$ cat config.mk
export PLATFORM = sky130hd
export DESIGN_NAME = rdc_config
export DESIGN_NICKNAME = d
export VERILOG_FILES = /design/src/inc/rdc_pkg.sv /design/src/hdl/rdc_thr_adjust.sv /design/src/hdl/rdc_chan_sel.sv /design/src/hdl/rdc_config.sv
export SDC_FILE = /design/constraint.sdc
export NUM_CORES = 1
export LEC_CHECK = 0
export ABC_CLOCK_PERIOD_IN_PS = 2800
export BUFFER_PORTS_ARGS = -buffer_cell sky130_fd_sc_hd__buf_2
export CAP_MARGIN = 0
export CORE_MARGIN = 2
export CORE_UTILIZATION = 48
export CTS_BUF_LIST = sky130_fd_sc_hd__clkbuf_16
export DETAILED_ROUTE_END_ITERATION = 8
export HOLD_SLACK_MARGIN = 0.15
export PLACE_DENSITY = 0.79
export SLEW_MARGIN = 20
export SYNTH_ARGS = -nofsm -noshare
export SYNTH_HDL_FRONTEND = slang
export SYNTH_SLANG_ARGS = --single-unit
$ cat constraint.sdc
create_clock -name clk_sys -period 2.8 [get_ports clk_sys]
set_input_delay 0.14 -clock clk_sys [delete_from_list [all_inputs] [get_ports clk_sys]]
set_output_delay 0.14 -clock clk_sys [all_outputs]
set_load 0.01 [all_outputs]
$ cat src/inc/rdc_pkg.sv
// Constants for the reader receive signal configuration block.
// Assumes a 32-bit classic Wishbone slave bus on the system clock.
package rdc_pkg;
	// ----------------------------------------------------------------
	// Register map
	// ----------------------------------------------------------------
	localparam logic [7:0]  RDC_CFG_OFFSET  = 8'h1C; // Configuration register
	localparam logic [7:0]  RDC_STAT_OFFSET = 8'h20; // Effective state readback
	localparam int          RDC_ADDR_W      = 8;

	// ----------------------------------------------------------------
	// Field positions in the configuration register
	// ----------------------------------------------------------------
	localparam int RDC_IQ_LSB      = 21; // 3 bits, 23:21
	localparam int RDC_TEST_BIT    = 20;
	localparam int RDC_RESYNC_BIT  = 19;
	localparam int RDC_CLEAR_BIT   = 18;
	localparam int RDC_FILTOFF_BIT = 17;
	localparam int RDC_EARLY_BIT   = 16;
	localparam int RDC_SUBTH_LSB   = 12; // 4 bits, 15:12
	localparam int RDC_PHTH_LSB    = 8;  // 4 bits, 11:8
	localparam int RDC_SHORT_BIT   = 7;
	localparam int RDC_COLL_LSB    = 5;  // 2 bits, 6:5
	localparam int RDC_PSK_BIT     = 0;

	// ----------------------------------------------------------------
	// Values after reset
	// ----------------------------------------------------------------
	localparam logic [2:0] RDC_IQ_RST      = 3'h0;
	localparam logic       RDC_TEST_RST    = 1'b0;
	localparam logic       RDC_RESYNC_RST  = 1'b1;
	localparam logic       RDC_CLEAR_RST   = 1'b0;
	localparam logic       RDC_FILTOFF_RST = 1'b0;
	localparam logic       RDC_EARLY_RST   = 1'b0;
	localparam logic [3:0] RDC_SUBTH_RST   = 4'h0;
	localparam logic [3:0] RDC_PHTH_RST    = 4'h0;
	localparam logic [1:0] RDC_COLL_RST    = 2'h0;
	localparam logic       RDC_PSK_RST     = 1'b0;

	// ----------------------------------------------------------------
	// Channel select codes
	// ----------------------------------------------------------------
	localparam logic [2:0] RDC_IQ_BOTH     = 3'h0;
	localparam logic [2:0] RDC_IQ_I_ONLY   = 3'h1;
	localparam logic [2:0] RDC_IQ_Q_ONLY   = 3'h2;
	localparam logic [2:0] RDC_IQ_STRONG   = 3'h4;
	localparam logic [2:0] RDC_IQ_FIRST    = 3'h5;

	// ----------------------------------------------------------------
	// Collision levels: shift of peak strength (1/8, 1/4, 1/2)
	// ----------------------------------------------------------------
	localparam logic [1:0] RDC_COLL_12P5   = 2'h0;
	localparam logic [1:0] RDC_COLL_25     = 2'h1;
	localparam logic [1:0] RDC_COLL_50     = 2'h2;
	localparam logic [1:0] RDC_COLL_NONE   = 2'h3;
	localparam int         RDC_SHIFT_12P5  = 3;
	localparam int         RDC_SHIFT_25    = 2;
	localparam int         RDC_SHIFT_50    = 1;

	// Relative table change: sign bit plus two magnitude bits
	localparam int         RDC_DELTA_W     = 3;
	localparam logic [3:0] RDC_THR_MAX     = 4'hF;
endpackage : rdc_pkg

$ cat src/hdl/rdc_thr_adjust.sv
// Threshold adjust: applies a sign-magnitude relative change to a
// 4-bit threshold. Assumes the delta is valid only with adj_valid.
`timescale 1ns/1ps
module rdc_thr_adjust
	import rdc_pkg::*;
(
	// Current value and relative change
	input  wire logic [3:0]             base,
	input  wire logic [RDC_DELTA_W-1:0] delta,
	// Adjusted value
	output logic      [3:0]             result
);
	// ----------------------------------------------------------------
	// Saturating add; wrap would flip a high threshold to near zero
	// ----------------------------------------------------------------
	logic [4:0] mag;
	logic [4:0] sum;
	always_comb begin
		mag = {3'h0, delta[1:0]};
		sum = {1'b0, base};
		if (delta[2]) begin
			result = (sum < mag) ? 4'h0 : 4'(sum - mag);
		end else begin
			result = ((sum + mag) > {1'b0, RDC_THR_MAX}) ? RDC_THR_MAX : 4'(sum + mag);
		end
	end
endmodule : rdc_thr_adjust

$ cat src/hdl/rdc_chan_sel.sv
// IQ channel selection for phase-shift reception.
// Assumes samples arrive on clk_sys with sample_valid.
`timescale 1ns/1ps
module rdc_chan_sel
	import rdc_pkg::*;
#(
	parameter int SW = 12
) (
	// Clock, reset, enable
	input  wire logic          clk_sys,
	input  wire logic          rstn,
	input  wire logic          ce,
	// Control
	input  wire logic [2:0]    sel,
	input  wire logic [3:0]    first_thr,
	input  wire logic          frame_start,
	// Samples
	input  wire logic          sample_valid,
	input  wire logic [SW-1:0] i_sample,
	input  wire logic [SW-1:0] q_sample,
	// Result
	output logic      [SW-1:0] chan_out,
	output logic               sel_reserved
);
	// ----------------------------------------------------------------
	// Magnitude of a signed sample
	// ----------------------------------------------------------------
	function automatic logic [SW-1:0] rdc_abs(input logic [SW-1:0] v);
		rdc_abs = v[SW-1] ? SW'(-v) : v;
	endfunction : rdc_abs

	logic [SW-1:0] out_q, out_d;
	logic          locked_q, locked_d, useq_q, useq_d;
	logic [SW:0]   both_sum;

	// ----------------------------------------------------------------
	// First channel locks to whichever crosses threshold first
	// ----------------------------------------------------------------
	always_comb begin
		locked_d = locked_q;
		useq_d   = useq_q;
		out_d    = out_q;
		both_sum = {i_sample[SW-1], i_sample} + {q_sample[SW-1], q_sample};
		if (frame_start) begin
			locked_d = 1'b0;
		end else if (sample_valid && !locked_q) begin
			if (rdc_abs(i_sample) > SW'(first_thr)) begin
				locked_d = 1'b1;
				useq_d   = 1'b0;
			end else if (rdc_abs(q_sample) > SW'(first_thr)) begin
				locked_d = 1'b1;
				useq_d   = 1'b1;
			end
		end
		if (sample_valid) begin
			case (sel)
				RDC_IQ_BOTH:   out_d = both_sum[SW:1];
				RDC_IQ_I_ONLY: out_d = i_sample;
				RDC_IQ_Q_ONLY: out_d = q_sample;
				RDC_IQ_STRONG: out_d = (rdc_abs(q_sample) > rdc_abs(i_sample)) ? q_sample : i_sample;
				RDC_IQ_FIRST:  out_d = useq_d ? q_sample : i_sample;
				default:       out_d = '0; // Reserved codes pass nothing
			endcase
		end
	end

	// Registers
	always_ff @(posedge clk_sys or negedge rstn) begin
		if (!rstn) begin
			out_q    <= '0;
			locked_q <= 1'b0;
			useq_q   <= 1'b0;
		end else if (ce) begin
			out_q    <= out_d;
			locked_q <= locked_d;
			useq_q   <= useq_d;
		end
	end

	assign chan_out     = out_q;
	assign sel_reserved = !(sel inside {RDC_IQ_BOTH, RDC_IQ_I_ONLY, RDC_IQ_Q_ONLY, RDC_IQ_STRONG, RDC_IQ_FIRST});
endmodule : rdc_chan_sel

$ cat src/hdl/rdc_config.sv
// Reader receive signal configuration register and its demodulator
// control. Assumes a classic Wishbone master on clk_sys and a
// demodulator datapath on the same clock.
//
// How it works
// - Bits 23:21 pick both, I only, Q only, strongest or first channel; other codes are reserved.
// - Bit 19, set after reset, enables resync on equal correlation during start of frame.
// - Bit 18 makes every receiver reset also clear the correlator.
// - With phase-shift mode and bit 17 clear the 0110 correlation is filtered by 1110 and 0111.
// - Bit 16 lets data be accepted before the first correlation minimum of the start of frame.
// - Bits 15:12 are the subcarrier detector minimum threshold for phase-shift and Manchester.
// - Bits 11:8 are the phase-shift detector minimum threshold, used only in phase-shift mode.
// - Table entries adjust both thresholds relatively by a sign bit and two magnitude bits.
// - Read-only bit 7 reports the correlator's short evaluation period for Manchester.
// - Bits 6:5 set the collision strength level of 12.5, 25 or 50 percent for Manchester.
// - Bit 0 selects phase-shift demodulation and resets to zero.
//
// Added by the designer: register access over Wishbone.
`timescale 1ns/1ps
module rdc_config
	import rdc_pkg::*;
#(
	parameter int SW = 12, // Sample width
	parameter int CW = 16  // Correlation and strength width
) (
	// Clock, reset, enable
	input  wire logic                  clk_sys,
	input  wire logic                  rstn,
	input  wire logic                  ce,
	// Wishbone slave
	input  wire logic                  wb_cyc_i,
	input  wire logic                  wb_stb_i,
	input  wire logic                  wb_we_i,
	input  wire logic [RDC_ADDR_W-1:0] wb_adr_i,
	input  wire logic [3:0]            wb_sel_i,
	input  wire logic [31:0]           wb_dat_i,
	output logic      [31:0]           wb_dat_o,
	output logic                       wb_ack_o,
	// Adaptive table adjust
	input  wire logic                  arc_adj_valid,
	input  wire logic [2:0]            arc_sub_delta,
	input  wire logic [2:0]            arc_phase_delta,
	// Datapath status in
	input  wire logic                  short_eval_window_in,
	input  wire logic                  rx_reset,
	input  wire logic                  frame_start,
	// Samples and correlations
	input  wire logic                  sample_valid,
	input  wire logic [SW-1:0]         i_sample,
	input  wire logic [SW-1:0]         q_sample,
	input  wire logic [CW-1:0]         corr_0110,
	input  wire logic [CW-1:0]         corr_1110,
	input  wire logic [CW-1:0]         corr_0111,
	input  wire logic                  coll_valid,
	input  wire logic [CW-1:0]         coll_strength,
	input  wire logic [CW-1:0]         peak_strength,
	// Controls to the demodulator
	output logic                       psk_mode,
	output logic                       sof_equal_resync_en,
	output logic                       data_accept_early,
	output logic                       correlator_clear,
	output logic      [3:0]            subcarrier_threshold,
	output logic      [3:0]            phase_detect_threshold,
	output logic      [SW-1:0]         chan_sample,
	output logic                       iq_sel_reserved,
	output logic      [CW-1:0]         corr_eff,
	output logic                       collision_flag
);
	// ----------------------------------------------------------------
	// Register state
	// ----------------------------------------------------------------
	logic [2:0]    iq_channel_select_q, iq_channel_select_d;
	logic          test_filter_bit_q, test_filter_bit_d;
	logic          resync_q, resync_d;
	logic          correlator_clear_en_q, correlator_clear_en_d;
	logic          pattern_filter_disable_q, pattern_filter_disable_d;
	logic          early_q, early_d;
	logic [3:0]    subth_q, subth_d;
	logic [3:0]    phase_detect_threshold_q, phase_detect_threshold_d;
	logic          short_eval_window_q, short_eval_window_d;
	logic [1:0]    collision_strength_sel_q, collision_strength_sel_d;
	logic          psk_q, psk_d;
	logic          ack_q, ack_d;
	logic [31:0]   dat_q, dat_d;
	logic [31:0]   cfg_word, stat_word, wr_word;
	logic [3:0]    sub_adj, ph_adj;
	logic          wr_cfg;

	// Assemble readback; reserved and test bits read zero
	always_comb begin
		cfg_word = '0;
		cfg_word[RDC_IQ_LSB +: 3]    = iq_channel_select_q;
		cfg_word[RDC_RESYNC_BIT]     = resync_q;
		cfg_word[RDC_CLEAR_BIT]      = correlator_clear_en_q;
		cfg_word[RDC_FILTOFF_BIT]    = pattern_filter_disable_q;
		cfg_word[RDC_EARLY_BIT]      = early_q;
		cfg_word[RDC_SUBTH_LSB +: 4] = subth_q;
		cfg_word[RDC_PHTH_LSB +: 4]  = phase_detect_threshold_q;
		cfg_word[RDC_SHORT_BIT]      = short_eval_window_q;
		cfg_word[RDC_COLL_LSB +: 2]  = collision_strength_sel_q;
		cfg_word[RDC_PSK_BIT]        = psk_q;
		stat_word    = '0;
		stat_word[0] = collision_flag;
		stat_word[1] = iq_sel_reserved;
		stat_word[2] = test_filter_bit_q;
		wr_word      = cfg_word;
		for (int b = 0; b < 4; b++) begin
			if (wb_sel_i[b]) begin
				wr_word[b*8 +: 8] = wb_dat_i[b*8 +: 8];
			end
		end
	end

	// ----------------------------------------------------------------
	// Wishbone slave: one wait state, unmapped reads return zero
	// ----------------------------------------------------------------
	always_comb begin
		ack_d  = wb_cyc_i && wb_stb_i && !ack_q;
		wr_cfg = ack_q && wb_cyc_i && wb_stb_i && wb_we_i && (wb_adr_i == RDC_CFG_OFFSET);
		dat_d  = dat_q;
		if (ack_d && !wb_we_i) begin
			unique case (wb_adr_i)
				RDC_CFG_OFFSET:  dat_d = cfg_word;
				RDC_STAT_OFFSET: dat_d = stat_word;
				default:         dat_d = '0;
			endcase
		end
	end

	always_ff @(posedge clk_sys or negedge rstn) begin
		if (!rstn) begin
			ack_q <= 1'b0;
			dat_q <= '0;
		end else if (ce) begin
			ack_q <= ack_d;
			dat_q <= dat_d;
		end
	end

	assign wb_ack_o = ack_q;
	assign wb_dat_o = dat_q;

	// ----------------------------------------------------------------
	// Threshold adjust by relative table entries
	// ----------------------------------------------------------------
	rdc_thr_adjust u_sub_adj (
		.base   (subth_q),
		.delta  (arc_sub_delta),
		.result (sub_adj)
	);

	rdc_thr_adjust u_ph_adj (
		.base   (phase_detect_threshold_q),
		.delta  (arc_phase_delta),
		.result (ph_adj)
	);

	// Next register values; a software write beats a table adjust
	always_comb begin
		iq_channel_select_d      = iq_channel_select_q;
		test_filter_bit_d        = test_filter_bit_q;
		resync_d                 = resync_q;
		correlator_clear_en_d    = correlator_clear_en_q;
		pattern_filter_disable_d = pattern_filter_disable_q;
		early_d                  = early_q;
		subth_d                  = subth_q;
		phase_detect_threshold_d = phase_detect_threshold_q;
		collision_strength_sel_d = collision_strength_sel_q;
		psk_d                    = psk_q;
		short_eval_window_d      = short_eval_window_window_in_f(short_eval_window_in);
		if (wr_cfg) begin
			iq_channel_select_d      = wr_word[RDC_IQ_LSB +: 3];
			test_filter_bit_d        = 1'b0;
			resync_d                 = wr_word[RDC_RESYNC_BIT];
			correlator_clear_en_d    = wr_word[RDC_CLEAR_BIT];
			pattern_filter_disable_d = wr_word[RDC_FILTOFF_BIT];
			early_d                  = wr_word[RDC_EARLY_BIT];
			subth_d                  = wr_word[RDC_SUBTH_LSB +: 4];
			phase_detect_threshold_d = wr_word[RDC_PHTH_LSB +: 4];
			collision_strength_sel_d = wr_word[RDC_COLL_LSB +: 2];
			psk_d                    = wr_word[RDC_PSK_BIT];
		end else if (arc_adj_valid) begin
			subth_d                  = sub_adj;
			phase_detect_threshold_d = ph_adj;
		end
	end

	// Identity helper keeps the status sample in one place
	function automatic logic short_eval_window_window_in_f(input logic v);
		short_eval_window_window_in_f = v;
	endfunction : short_eval_window_window_in_f

	always_ff @(posedge clk_sys or negedge rstn) begin
		if (!rstn) begin
			iq_channel_select_q      <= RDC_IQ_RST;
			test_filter_bit_q        <= RDC_TEST_RST;
			resync_q                 <= RDC_RESYNC_RST;
			correlator_clear_en_q    <= RDC_CLEAR_RST;
			pattern_filter_disable_q <= RDC_FILTOFF_RST;
			early_q                  <= RDC_EARLY_RST;
			subth_q                  <= RDC_SUBTH_RST;
			phase_detect_threshold_q <= RDC_PHTH_RST;
			short_eval_window_q      <= 1'b0;
			collision_strength_sel_q <= RDC_COLL_RST;
			psk_q                    <= RDC_PSK_RST;
		end else if (ce) begin
			iq_channel_select_q      <= iq_channel_select_d;
			test_filter_bit_q        <= test_filter_bit_d;
			resync_q                 <= resync_d;
			correlator_clear_en_q    <= correlator_clear_en_d;
			pattern_filter_disable_q <= pattern_filter_disable_d;
			early_q                  <= early_d;
			subth_q                  <= subth_d;
			phase_detect_threshold_q <= phase_detect_threshold_d;
			short_eval_window_q      <= short_eval_window_d;
			collision_strength_sel_q <= collision_strength_sel_d;
			psk_q                    <= psk_d;
		end
	end

	// ----------------------------------------------------------------
	// Channel select in phase-shift mode
	// ----------------------------------------------------------------
	rdc_chan_sel #(
		.SW (SW)
	) u_chan (
		.clk_sys      (clk_sys),
		.rstn         (rstn),
		.ce           (ce),
		.sel          (iq_channel_select_q),
		.first_thr    (subth_q),
		.frame_start  (frame_start),
		.sample_valid (sample_valid && psk_q),
		.i_sample     (i_sample),
		.q_sample     (q_sample),
		.chan_out     (chan_sample),
		.sel_reserved (iq_sel_reserved)
	);

	// ----------------------------------------------------------------
	// Demodulator controls: correlator clear, filter, collision
	// ----------------------------------------------------------------
	logic          clr_q, clr_d;
	logic [CW-1:0] corr_q, corr_d;
	logic          coll_q, coll_d;
	logic [CW+1:0] side_sum;
	logic [CW-1:0] coll_limit;

	always_comb begin
		clr_d    = correlator_clear_en_q && rx_reset;
		side_sum = {{2{corr_1110[CW-1]}}, corr_1110} + {{2{corr_0111[CW-1]}}, corr_0111};
		// Neighbour patterns subtract smeared energy from the centre
		if (psk_q && !pattern_filter_disable_q) begin
			corr_d = CW'({{2{corr_0110[CW-1]}}, corr_0110} - {side_sum[CW+1], side_sum[CW+1:1]});
		end else begin
			corr_d = corr_0110;
		end
		unique case (collision_strength_sel_q)
			RDC_COLL_12P5: coll_limit = peak_strength >> RDC_SHIFT_12P5;
			RDC_COLL_25:   coll_limit = peak_strength >> RDC_SHIFT_25;
			RDC_COLL_50:   coll_limit = peak_strength >> RDC_SHIFT_50;
			RDC_COLL_NONE: coll_limit = '1;
		endcase
		// A report in the clearing cycle still sets the flag
		coll_d = frame_start ? 1'b0 : coll_q;
		if (coll_valid && !psk_q && collision_strength_sel_q != RDC_COLL_NONE && coll_strength > coll_limit) begin
			coll_d = 1'b1;
		end
	end

	always_ff @(posedge clk_sys or negedge rstn) begin
		if (!rstn) begin
			clr_q  <= 1'b0;
			corr_q <= '0;
			coll_q <= 1'b0;
		end else if (ce) begin
			clr_q  <= clr_d;
			corr_q <= corr_d;
			coll_q <= coll_d;
		end
	end

	// Plain outputs; phase threshold only matters in phase-shift mode
	assign psk_mode               = psk_q;
	assign sof_equal_resync_en    = resync_q;
	assign data_accept_early      = early_q;
	assign correlator_clear       = clr_q;
	assign subcarrier_threshold   = subth_q;
	assign phase_detect_threshold = psk_q ? phase_detect_threshold_q : 4'h0;
	assign corr_eff               = corr_q;
	assign collision_flag         = coll_q;
endmodule : rdc_config

==> out/results.tsv, run 1 <==
metric	value	unit
TritonCTS clock tree	built	
gp weighted congestion	0.9422	
Final Hold Viols	0	
Comb power frac	48.1	%
WP data required	3.07	ns
Overflow after GRT	0	
Worst-Margin Slew	0.9744	ns
failing checks	negative setup slack	
RSZ-0062 raised after global routing	yes	
Root Buffer	clkbuf_16	
Pre-antenna DRT Iters	5	
Ys Warns	0	
clock-pin transition on the worst setup and hold timing paths	0.06	ns
mux cell area share after synthesis	2.646	%
starting density of the core	49.28	%
Die Y	129.2	um
CP bufs+invs	1	
DP HPWL	18980	um
vias post-DR	8719	
leak pwr	5.385	nW
Final Cycle Share	113.6	%
Die X	129.2	um
worst-path fanout max	4	
Total GRT Usage	31.22	%
largest cells by area after synthesis	dfrtp_1 24%, ha_1 14%, a21oi_1 6.2%	
Setup TNS	-3.978	ns
Switching Share	36.06	%
Wirelength per Cell	17.93	um
sequential cell area fraction in the yosys report	23.98	%
area grow syn2layout	48.34	%
Final ANT Viol Nets	0	
Mapped Cells	930	
Rows	45	
xor/xnor share of the synthesized area	6.057	%
ys async rst share	100.0	%
Sequential Power Share	23.9	%
first-pass GRT wire length	41620	um
Layout Skew	0.007667	ns
sw power	1.841	mW
GRT met3 Usage	5.285	%
IO Port Bufs	212	
outcome	finished, violations left	
R2R setup slack	0	ns
internal power	3.264	mW
R2R Path End	u_chan.chan_out[7]$_DFFE_PN0P_	
final slew viol count	0	
DRC violations left	0	
hold path cells	3	
worst reg2reg path depth	13	
Layout Nets	1551	
final setup fails	20	
clock period minus worst slack	3.181	ns
Unique masters post-synth	77	
Worst R2R Start	subcarrier_threshold[1]$_DFFE_PN0P_	
Routed WL	27060	um
top post-synthesis cells by count	93 x a21oi_1, 86 x ha_1, 80 x o21ai_0, 77 x nand2_1, 77 x nor2_1	
top-area cell type share of the netlist area	23.63	%
slowest CP cell	ha_2	
VDD IR max	0.2982	mV
hold path endpoint	corr_eff[10]$_DFFE_PN0P_	
CP Class	in -> reg	
Synth Register Bits	72	
clock share of power	28.0	%
Skew-Pair Late Insertion Delay	0.35	ns
Synth Area in Compound Gates	26.64	%
largest net degree at the start of global routing	73	
1st-iter DRT viols	510	
Critical Path AT	3.45	ns
clock buffer count from CTS	9	
initial antenna violation count	1	
CP max stage delay	0.32	ns
met2 usage	54.55	%
CTS max path bufs	2	
hold wc startpoint	corr_0110[10]	
crit-path leading delay family	compound AO/OA/AOI/OAI gates	
Yosys top cell by area	dfrtp_1	
Highest Clock Rate	314.3	MHz
clk sinks	72	
critical path startpoint category	input pin	
Final Non-Filler Cells	1509	
fraction of layout cells with a size suffix above 1	38.47	%
core area	15260	um^2
synthesized area	7520	um^2
Main synth FF type	dfrtp_1	
number of synthesized flops with an enable pin	0	
setup ws final	-0.3814	ns
largest family of logic cells by synthesized area	compound AO/OA/AOI/OAI gates	
power density over the cells	457.7	nW/um^2
post-synthesis simple-gate area fraction	18.47	%
H-tree depth	3	
Syn Area/Cell	8.086	um^2
drt via density	5.778	
max-cap violation count	0	
# IOs	241	
CP endpoint kind	flop	
GRT busiest layer	met2	
crit path cell chain	buf_8, ha_4, a31o_4, a21oi_4, nor2b_1, o21a_1, o21ai_2, nand2b_1, a21oi_2, xor2_1, ha_2, and4_1, a21oi_2, a311oi_2, a41o_1, o41ai_2, xor2_1, nand3_1, a31oi_1	
adder-cell share of the synthesized area	16.31	%
vias in the first global route	8639	
placed insts	1429	
Rel. slew slack	35.04	%
met1 Track Usage GR	37.53	%
most common cell in the netlist	a21oi_1	
Worst Hold Class	in -> reg	
die area	16680	um^2
## metrics by stage
step / setup WS, ns / cell area [um^2] / total power, mW / utilization (%) / hold WS [ns]
3_3_place_gp: -0.6380 / 9716 / 3.250 / 63.67 / 0.3437
3_5_place_dp: -0.7514 / 9716 / 3.321 / 63.67 / 0.3513
6_report: -0.3814 / 11150 / 5.105 / 73.10 / 0.1560
4_1_cts: -0.2825 / 10840 / 4.938 / 71.05 / 0.1511
5_1_grt: -0.6280 / 11150 / 5.417 / 73.10 / 0.1675
2_1_floorplan: -0.3755 / 7757 / 2.532 / - / -0.1556
## routing by layer
| layer | share of wire [%] | vias up | wire (um) |
|---|---|---|---|
| li1 | - | 4100 | - |
| met1 | 40 | 4126 | 10850 |
| met2 | 49 | 412 | 13340 |
| met3 | 7.1 | 81 | 1920 |
| met4 | 3.5 | 0 | 955 |
| met5 | 0 | - | 0 |
## cell type report
type | instances | area [um^2]
Fill cell | 1111 | 4104
Antenna cell | 1 | 2.502
Clock buffer | 9 | 225.2
Tap cell | 211 | 264.0
Inverter | 45 | 193.9
Multi-Input combinational cell | 767 | 5904
Clock inverter | 7 | 133.9
Sequential cell | 72 | 1803
Timing Repair Buffer | 397 | 2628
## worst min-delay path, stage by stage
cell and delay, ns:
buf_2 0.13, a21oi_2 0.08, a21oi_2 0.11
## sequential cells by signal, summed over array words and instances, names as in the netlist, 2 cells and up
name,cells
collision_strength_sel_q,2
iq_channel_select_q,3
wb_dat_o,20
phase_detect_threshold_q,4
u_chan.chan_out,12
subcarrier_threshold,4
corr_eff,16
## timing repair
action                                  in CTS  in global routing
buffers inserted                            25                 12
endpoints found under the setup margin      18                 23
cloned                                       0                  0
hold buffers                                33                  0
endpoints found under the hold margin      102                  0
resized for setup                           52                 55
pin swaps                                   52                 63
## power by group through the flow
stage               clock, mW  sequential [mW]  combinational, mW
finish                   1.43             1.22               2.46
CTS                      1.44             1.22               2.28
global route             1.48             1.23               2.71
detailed placement          0             1.24               2.08
floorplan                   0             1.24               1.30
global placement            0             1.23               2.02
## placed cells by master (no fill, tap or decap), types with 6 or more instances in the layout
| master | count |
|---|---|
| buf_2 | 206 |
| buf_4 | 140 |
| ha_1 | 80 |
| nor2_1 | 75 |
| a21oi_1 | 74 |
| dfrtp_1 | 71 |
| o21ai_0 | 70 |
| nand2_1 | 69 |
| inv_1 | 40 |
| dlygate4sd3_1 | 33 |
| xnor2_1 | 27 |
| xor2_1 | 22 |
| a22o_1 | 19 |
| nand2b_1 | 18 |
| nor2b_1 | 17 |
| nand3_1 | 17 |
| a21oi_2 | 17 |
| buf_6 | 16 |
| mux2_2 | 15 |
| nor3_1 | 12 |
| conb_1 | 12 |
| a31oi_1 | 11 |
| a22oi_1 | 11 |
| a21o_1 | 10 |
| nand4_1 | 10 |
| o21a_1 | 9 |
| clkbuf_16 | 9 |
| o21ai_1 | 7 |
| a211oi_1 | 7 |
| o31ai_1 | 6 |
| or3_1 | 6 |
| or2_2 | 6 |
| and2_1 | 6 |
| a221oi_2 | 6 |
## worst max-delay path by stage
stage                                     endpoint    startpoint  cells past startpoint
after floorplan           corr_eff[15]$_DFFE_PN0P_  corr_1110[1]                     18
after global placement    corr_eff[15]$_DFFE_PN0P_  corr_1110[1]                     19
after global routing      corr_eff[15]$_DFFE_PN0P_  corr_1110[1]                     19
after detailed placement  corr_eff[15]$_DFFE_PN0P_  corr_1110[1]                     19
after CTS                 corr_eff[15]$_DFFE_PN0P_  corr_1110[1]                     19
final                     corr_eff[15]$_DFFE_PN0P_  corr_1110[1]                     19
## cell families after synthesis
group,Yosys count
flops,72
compound gates,310
other cells,1
xor+xnor,52
simple gates,281
buf+inv,102
mux,18
fa+ha+maj,94
(Power assumes the default switching activity.)
==> inputs of run 2 (changes only) <==
--- a/config.mk
+++ b/config.mk
@@ -5,11 +5,11 @@
 export SDC_FILE = /design/constraint.sdc
 export NUM_CORES = 1
 export LEC_CHECK = 0
-export ABC_CLOCK_PERIOD_IN_PS = 2800
+export ABC_CLOCK_PERIOD_IN_PS = 3890
 export BUFFER_PORTS_ARGS = -buffer_cell sky130_fd_sc_hd__buf_2
 export CAP_MARGIN = 0
 export CORE_MARGIN = 2
-export CORE_UTILIZATION = 48
+export CORE_UTILIZATION = 50
 export CTS_BUF_LIST = sky130_fd_sc_hd__clkbuf_16
 export DETAILED_ROUTE_END_ITERATION = 8
 export HOLD_SLACK_MARGIN = 0.15
==> constraint.sdc (replaced) <==
create_clock -name clk_sys -period 3.89 [get_ports clk_sys]
set_input_delay 0.1945 -clock clk_sys [delete_from_list [all_inputs] [get_ports clk_sys]]
set_output_delay 0.1945 -clock clk_sys [all_outputs]
set_load 0.01 [all_outputs]
==> run 2 against run 1 <==
Net effect:
- the run now ends clean
- first-iteration DRC count decreased by 22%
- cell area decreased by 18%
- routed wire length decreased by 22%
- non-clock buffer count decreased by 155
- sequential power decreased by 26%
- total power decreased by 42%
- clock skew about the same
- via count decreased by 12%
- combinational power decreased by 49%
- sequential share of layout area increased by 3.5 points
- final cell count decreased by 12%
- global-route usage decreased by 5.1 points
==> out/results.tsv, run 2 (synthesis results as in run 1) <==
metric	value	unit	change
H-tree depth	3		unchanged
initial antenna violation count	0		-1
Reg area	1803	um^2	unchanged
Fill cells	1306		+18%
Worst Hold Class	in -> reg		
Final Hold Viols	0		unchanged
Worst-Margin Slew	0.9942	ns	+0.01975 ns
DRC violations left	0		unchanged
CP Class	in -> reg		
power density over the cells	322.2	nW/um^2	-30%
starting density of the core	51.54	%	+2.3 points
Die X	126.6	um	-2.0%
crit path cell chain	buf_2, ha_1, a31o_2, a21oi_1, nor2b_1, o21a_1, o21ai_1, nand2b_1, a21oi_1, xor2_1, ha_1, and4_1, a21oi_1, a311oi_1, a41o_1, o41ai_2, xor2_1, nand3_1, a31oi_1		
VDD IR max	0.2054	mV	-31%
CP bufs+invs	1		unchanged
Rows	44		-2.2%
final setup fails	0		-100%
clock-pin transition on the worst setup and hold timing paths	0.05	ns	about the same
CP max stage delay	0.30	ns	-0.02 ns
Multi-input gate area	5335	um^2	-9.6%
leak pwr	4.449	nW	-17%
Pre-antenna DRT Iters	5		unchanged
final instance area	9148	um^2	-18%
Final Cycle Share	92.34	%	
max FFs per register	20		unchanged
Overflow after GRT	0		unchanged
drt via density	5.785		+0.12%
slowest CP cell	ha_1		
crit-path most repeated cell	a21oi_1		
Root Buffer	clkbuf_16		
max-cap violation count	0		unchanged
Design Power	2.947	mW	-42%
CP endpoint kind	flop		
critical path startpoint category	input pin		
1st-iter DRT viols	399		-22%
CTS max path bufs	2		unchanged
Final Util	62.70	%	-10 points
Layout Nets	1396		-10%
gp weighted congestion	0.8915		-5.4%
largest net degree at the start of global routing	73		unchanged
Die Y	126.6	um	-2.0%
post-CTS setup buffers	0		-100%
area grow syn2layout	21.65	%	
Highest Clock Rate	278.4	MHz	
first-pass GRT wire length	34560	um	-17%
TritonCTS clock tree	built		
most frequent cells in the layout	211 x buf_2, 93 x a21oi_1, 86 x ha_1, 79 x o21ai_0, 77 x nand2_1		
RSZ-0062 raised after global routing	no		
Setup TNS	0	ns	+3.978 ns
DP HPWL	16650	um	-12%
# IOs	241		unchanged
clk sinks	72		unchanged
Critical Path AT	3.83	ns	+0.38 ns
Rel. slew slack	33.65	%	-1.4 points
worst-path fanout max	6		+2
final slew viol count	0		unchanged
core area	14590	um^2	-4.4%
placed insts	1293		-9.5%
Skew-Pair Late Insertion Delay	0.33	ns	-0.02 ns
die area	16040	um^2	-3.9%
vias post-DR	7671		-12%
Final ANT Viol Nets	0		unchanged
WP data required	4.13	ns	+1.06 ns
Area after DPL	8683	um^2	-11%
Layout Skew	0.008077	ns	+0.0004102 ns
Total GRT Usage	26.09	%	-5.1 points
most common cell after layout, fill and taps aside	buf_2		
outcome	complete, no violations		
crit-path leading delay family	compound AO/OA/AOI/OAI gates		
vias in the first global route	7398		-14%
IO Port Bufs	212		unchanged
clock buffer count from CTS	9		unchanged
Routed WL	21190	um	-22%
fraction of layout cells with a size suffix above 1	23.99	%	-14 points
Antenna diodes	0		-1
Final Non-Filler Cells	1326		-12%
clock period minus worst slack	3.592	ns	
Wirelength per Cell	15.98	um	-11%
[run 2: cell types whose count changed in the layout (fill, tap and decap cells not counted), sizes merged]
cell / previous run / this run
bufinv: 4 / 1
diode: 1 / 0
inv: 45 / 46
buf: 364 / 225
dlygate4sd3: 33 / 17
clkinv: 3 / 5
[run 2: power breakdown]
| group | internal [mW] | switching, mW | total, mW |
|---|---|---|---|
| logic | 0.577 | 0.683 | 1.26 |
| registers | 0.807 | 0.0978 | 0.904 |
| clock network | 0.484 | 0.298 | 0.782 |
[run 2: worst paths after layout]
check	from	to	slack [ns]	cells past startpoint
setup / recovery	corr_1110[1]	corr_eff[15]$_DFFE_PN0P_	0.30	19
hold / removal	rx_reset	correlator_clear$_DFFE_PN0P_	0.14	3
setup reg to reg	subcarrier_threshold[1]$_DFFE_PN0P_	u_chan.chan_out[9]$_DFFE_PN0P_	0.82	12
hold reg to reg	wb_dat_o[0]$_DFFE_PN0P_	wb_dat_o[0]$_DFFE_PN0P_	0.49	2
max in group asynchronous	rstn	correlator_clear$_DFFE_PN0P_	2.71	2
min in group asynchronous	rstn	u_chan.chan_out[6]$_DFFE_PN0P_	0.54	2
[run 2: through the flow]
step           setup slack [ns]  hold WS (ns)
3_5_place_dp            -0.1767        0.3982
6_report                 0.2981        0.1431
3_3_place_gp            -0.1042        0.3925
2_1_floorplan            0.3502       -0.1011
4_1_cts                  0.1671        0.1508
5_1_grt                 0.02057        0.1500
[run 2: worst reg2reg max path: cells and delay by family (launching register included)]
kind | cells | cell delay (ns)
AOI/OAI and AO/OA | 8 | 1.67
DFF | 1 | 0.48
buffers and inverters | 2 | 0.34
adders and majority gates | 1 | 0.33
and+or+nand+nor | 1 | 0.13
[run 2: final cells by class]
cell class                 instances  area share, %
timing repair buffer             242          14.55
sequential                        72          19.71
multi-input combinational        767          58.32
tap                              184          2.517
clock buffer                       9          2.462
clock inverter                     7         0.5882
inverter                          45          1.847
[run 2: timing repair]
action,4_1_cts,5_1_grt
endpoints found under the setup margin,0,3
endpoints found under the hold margin,87,0
gates resized for setup,0,3
hold buffers,17,0
[run 2: metal layers]
layer / track usage (%) / part of all wire (%) / routed length (um)
met5: 0 / 0 / 0
met2: 44.54 / 48 / 10090
met1: 33.36 / 44 / 9238
met3: 4.133 / 5.8 / 1236
met4: 9.696 / 3.0 / 628
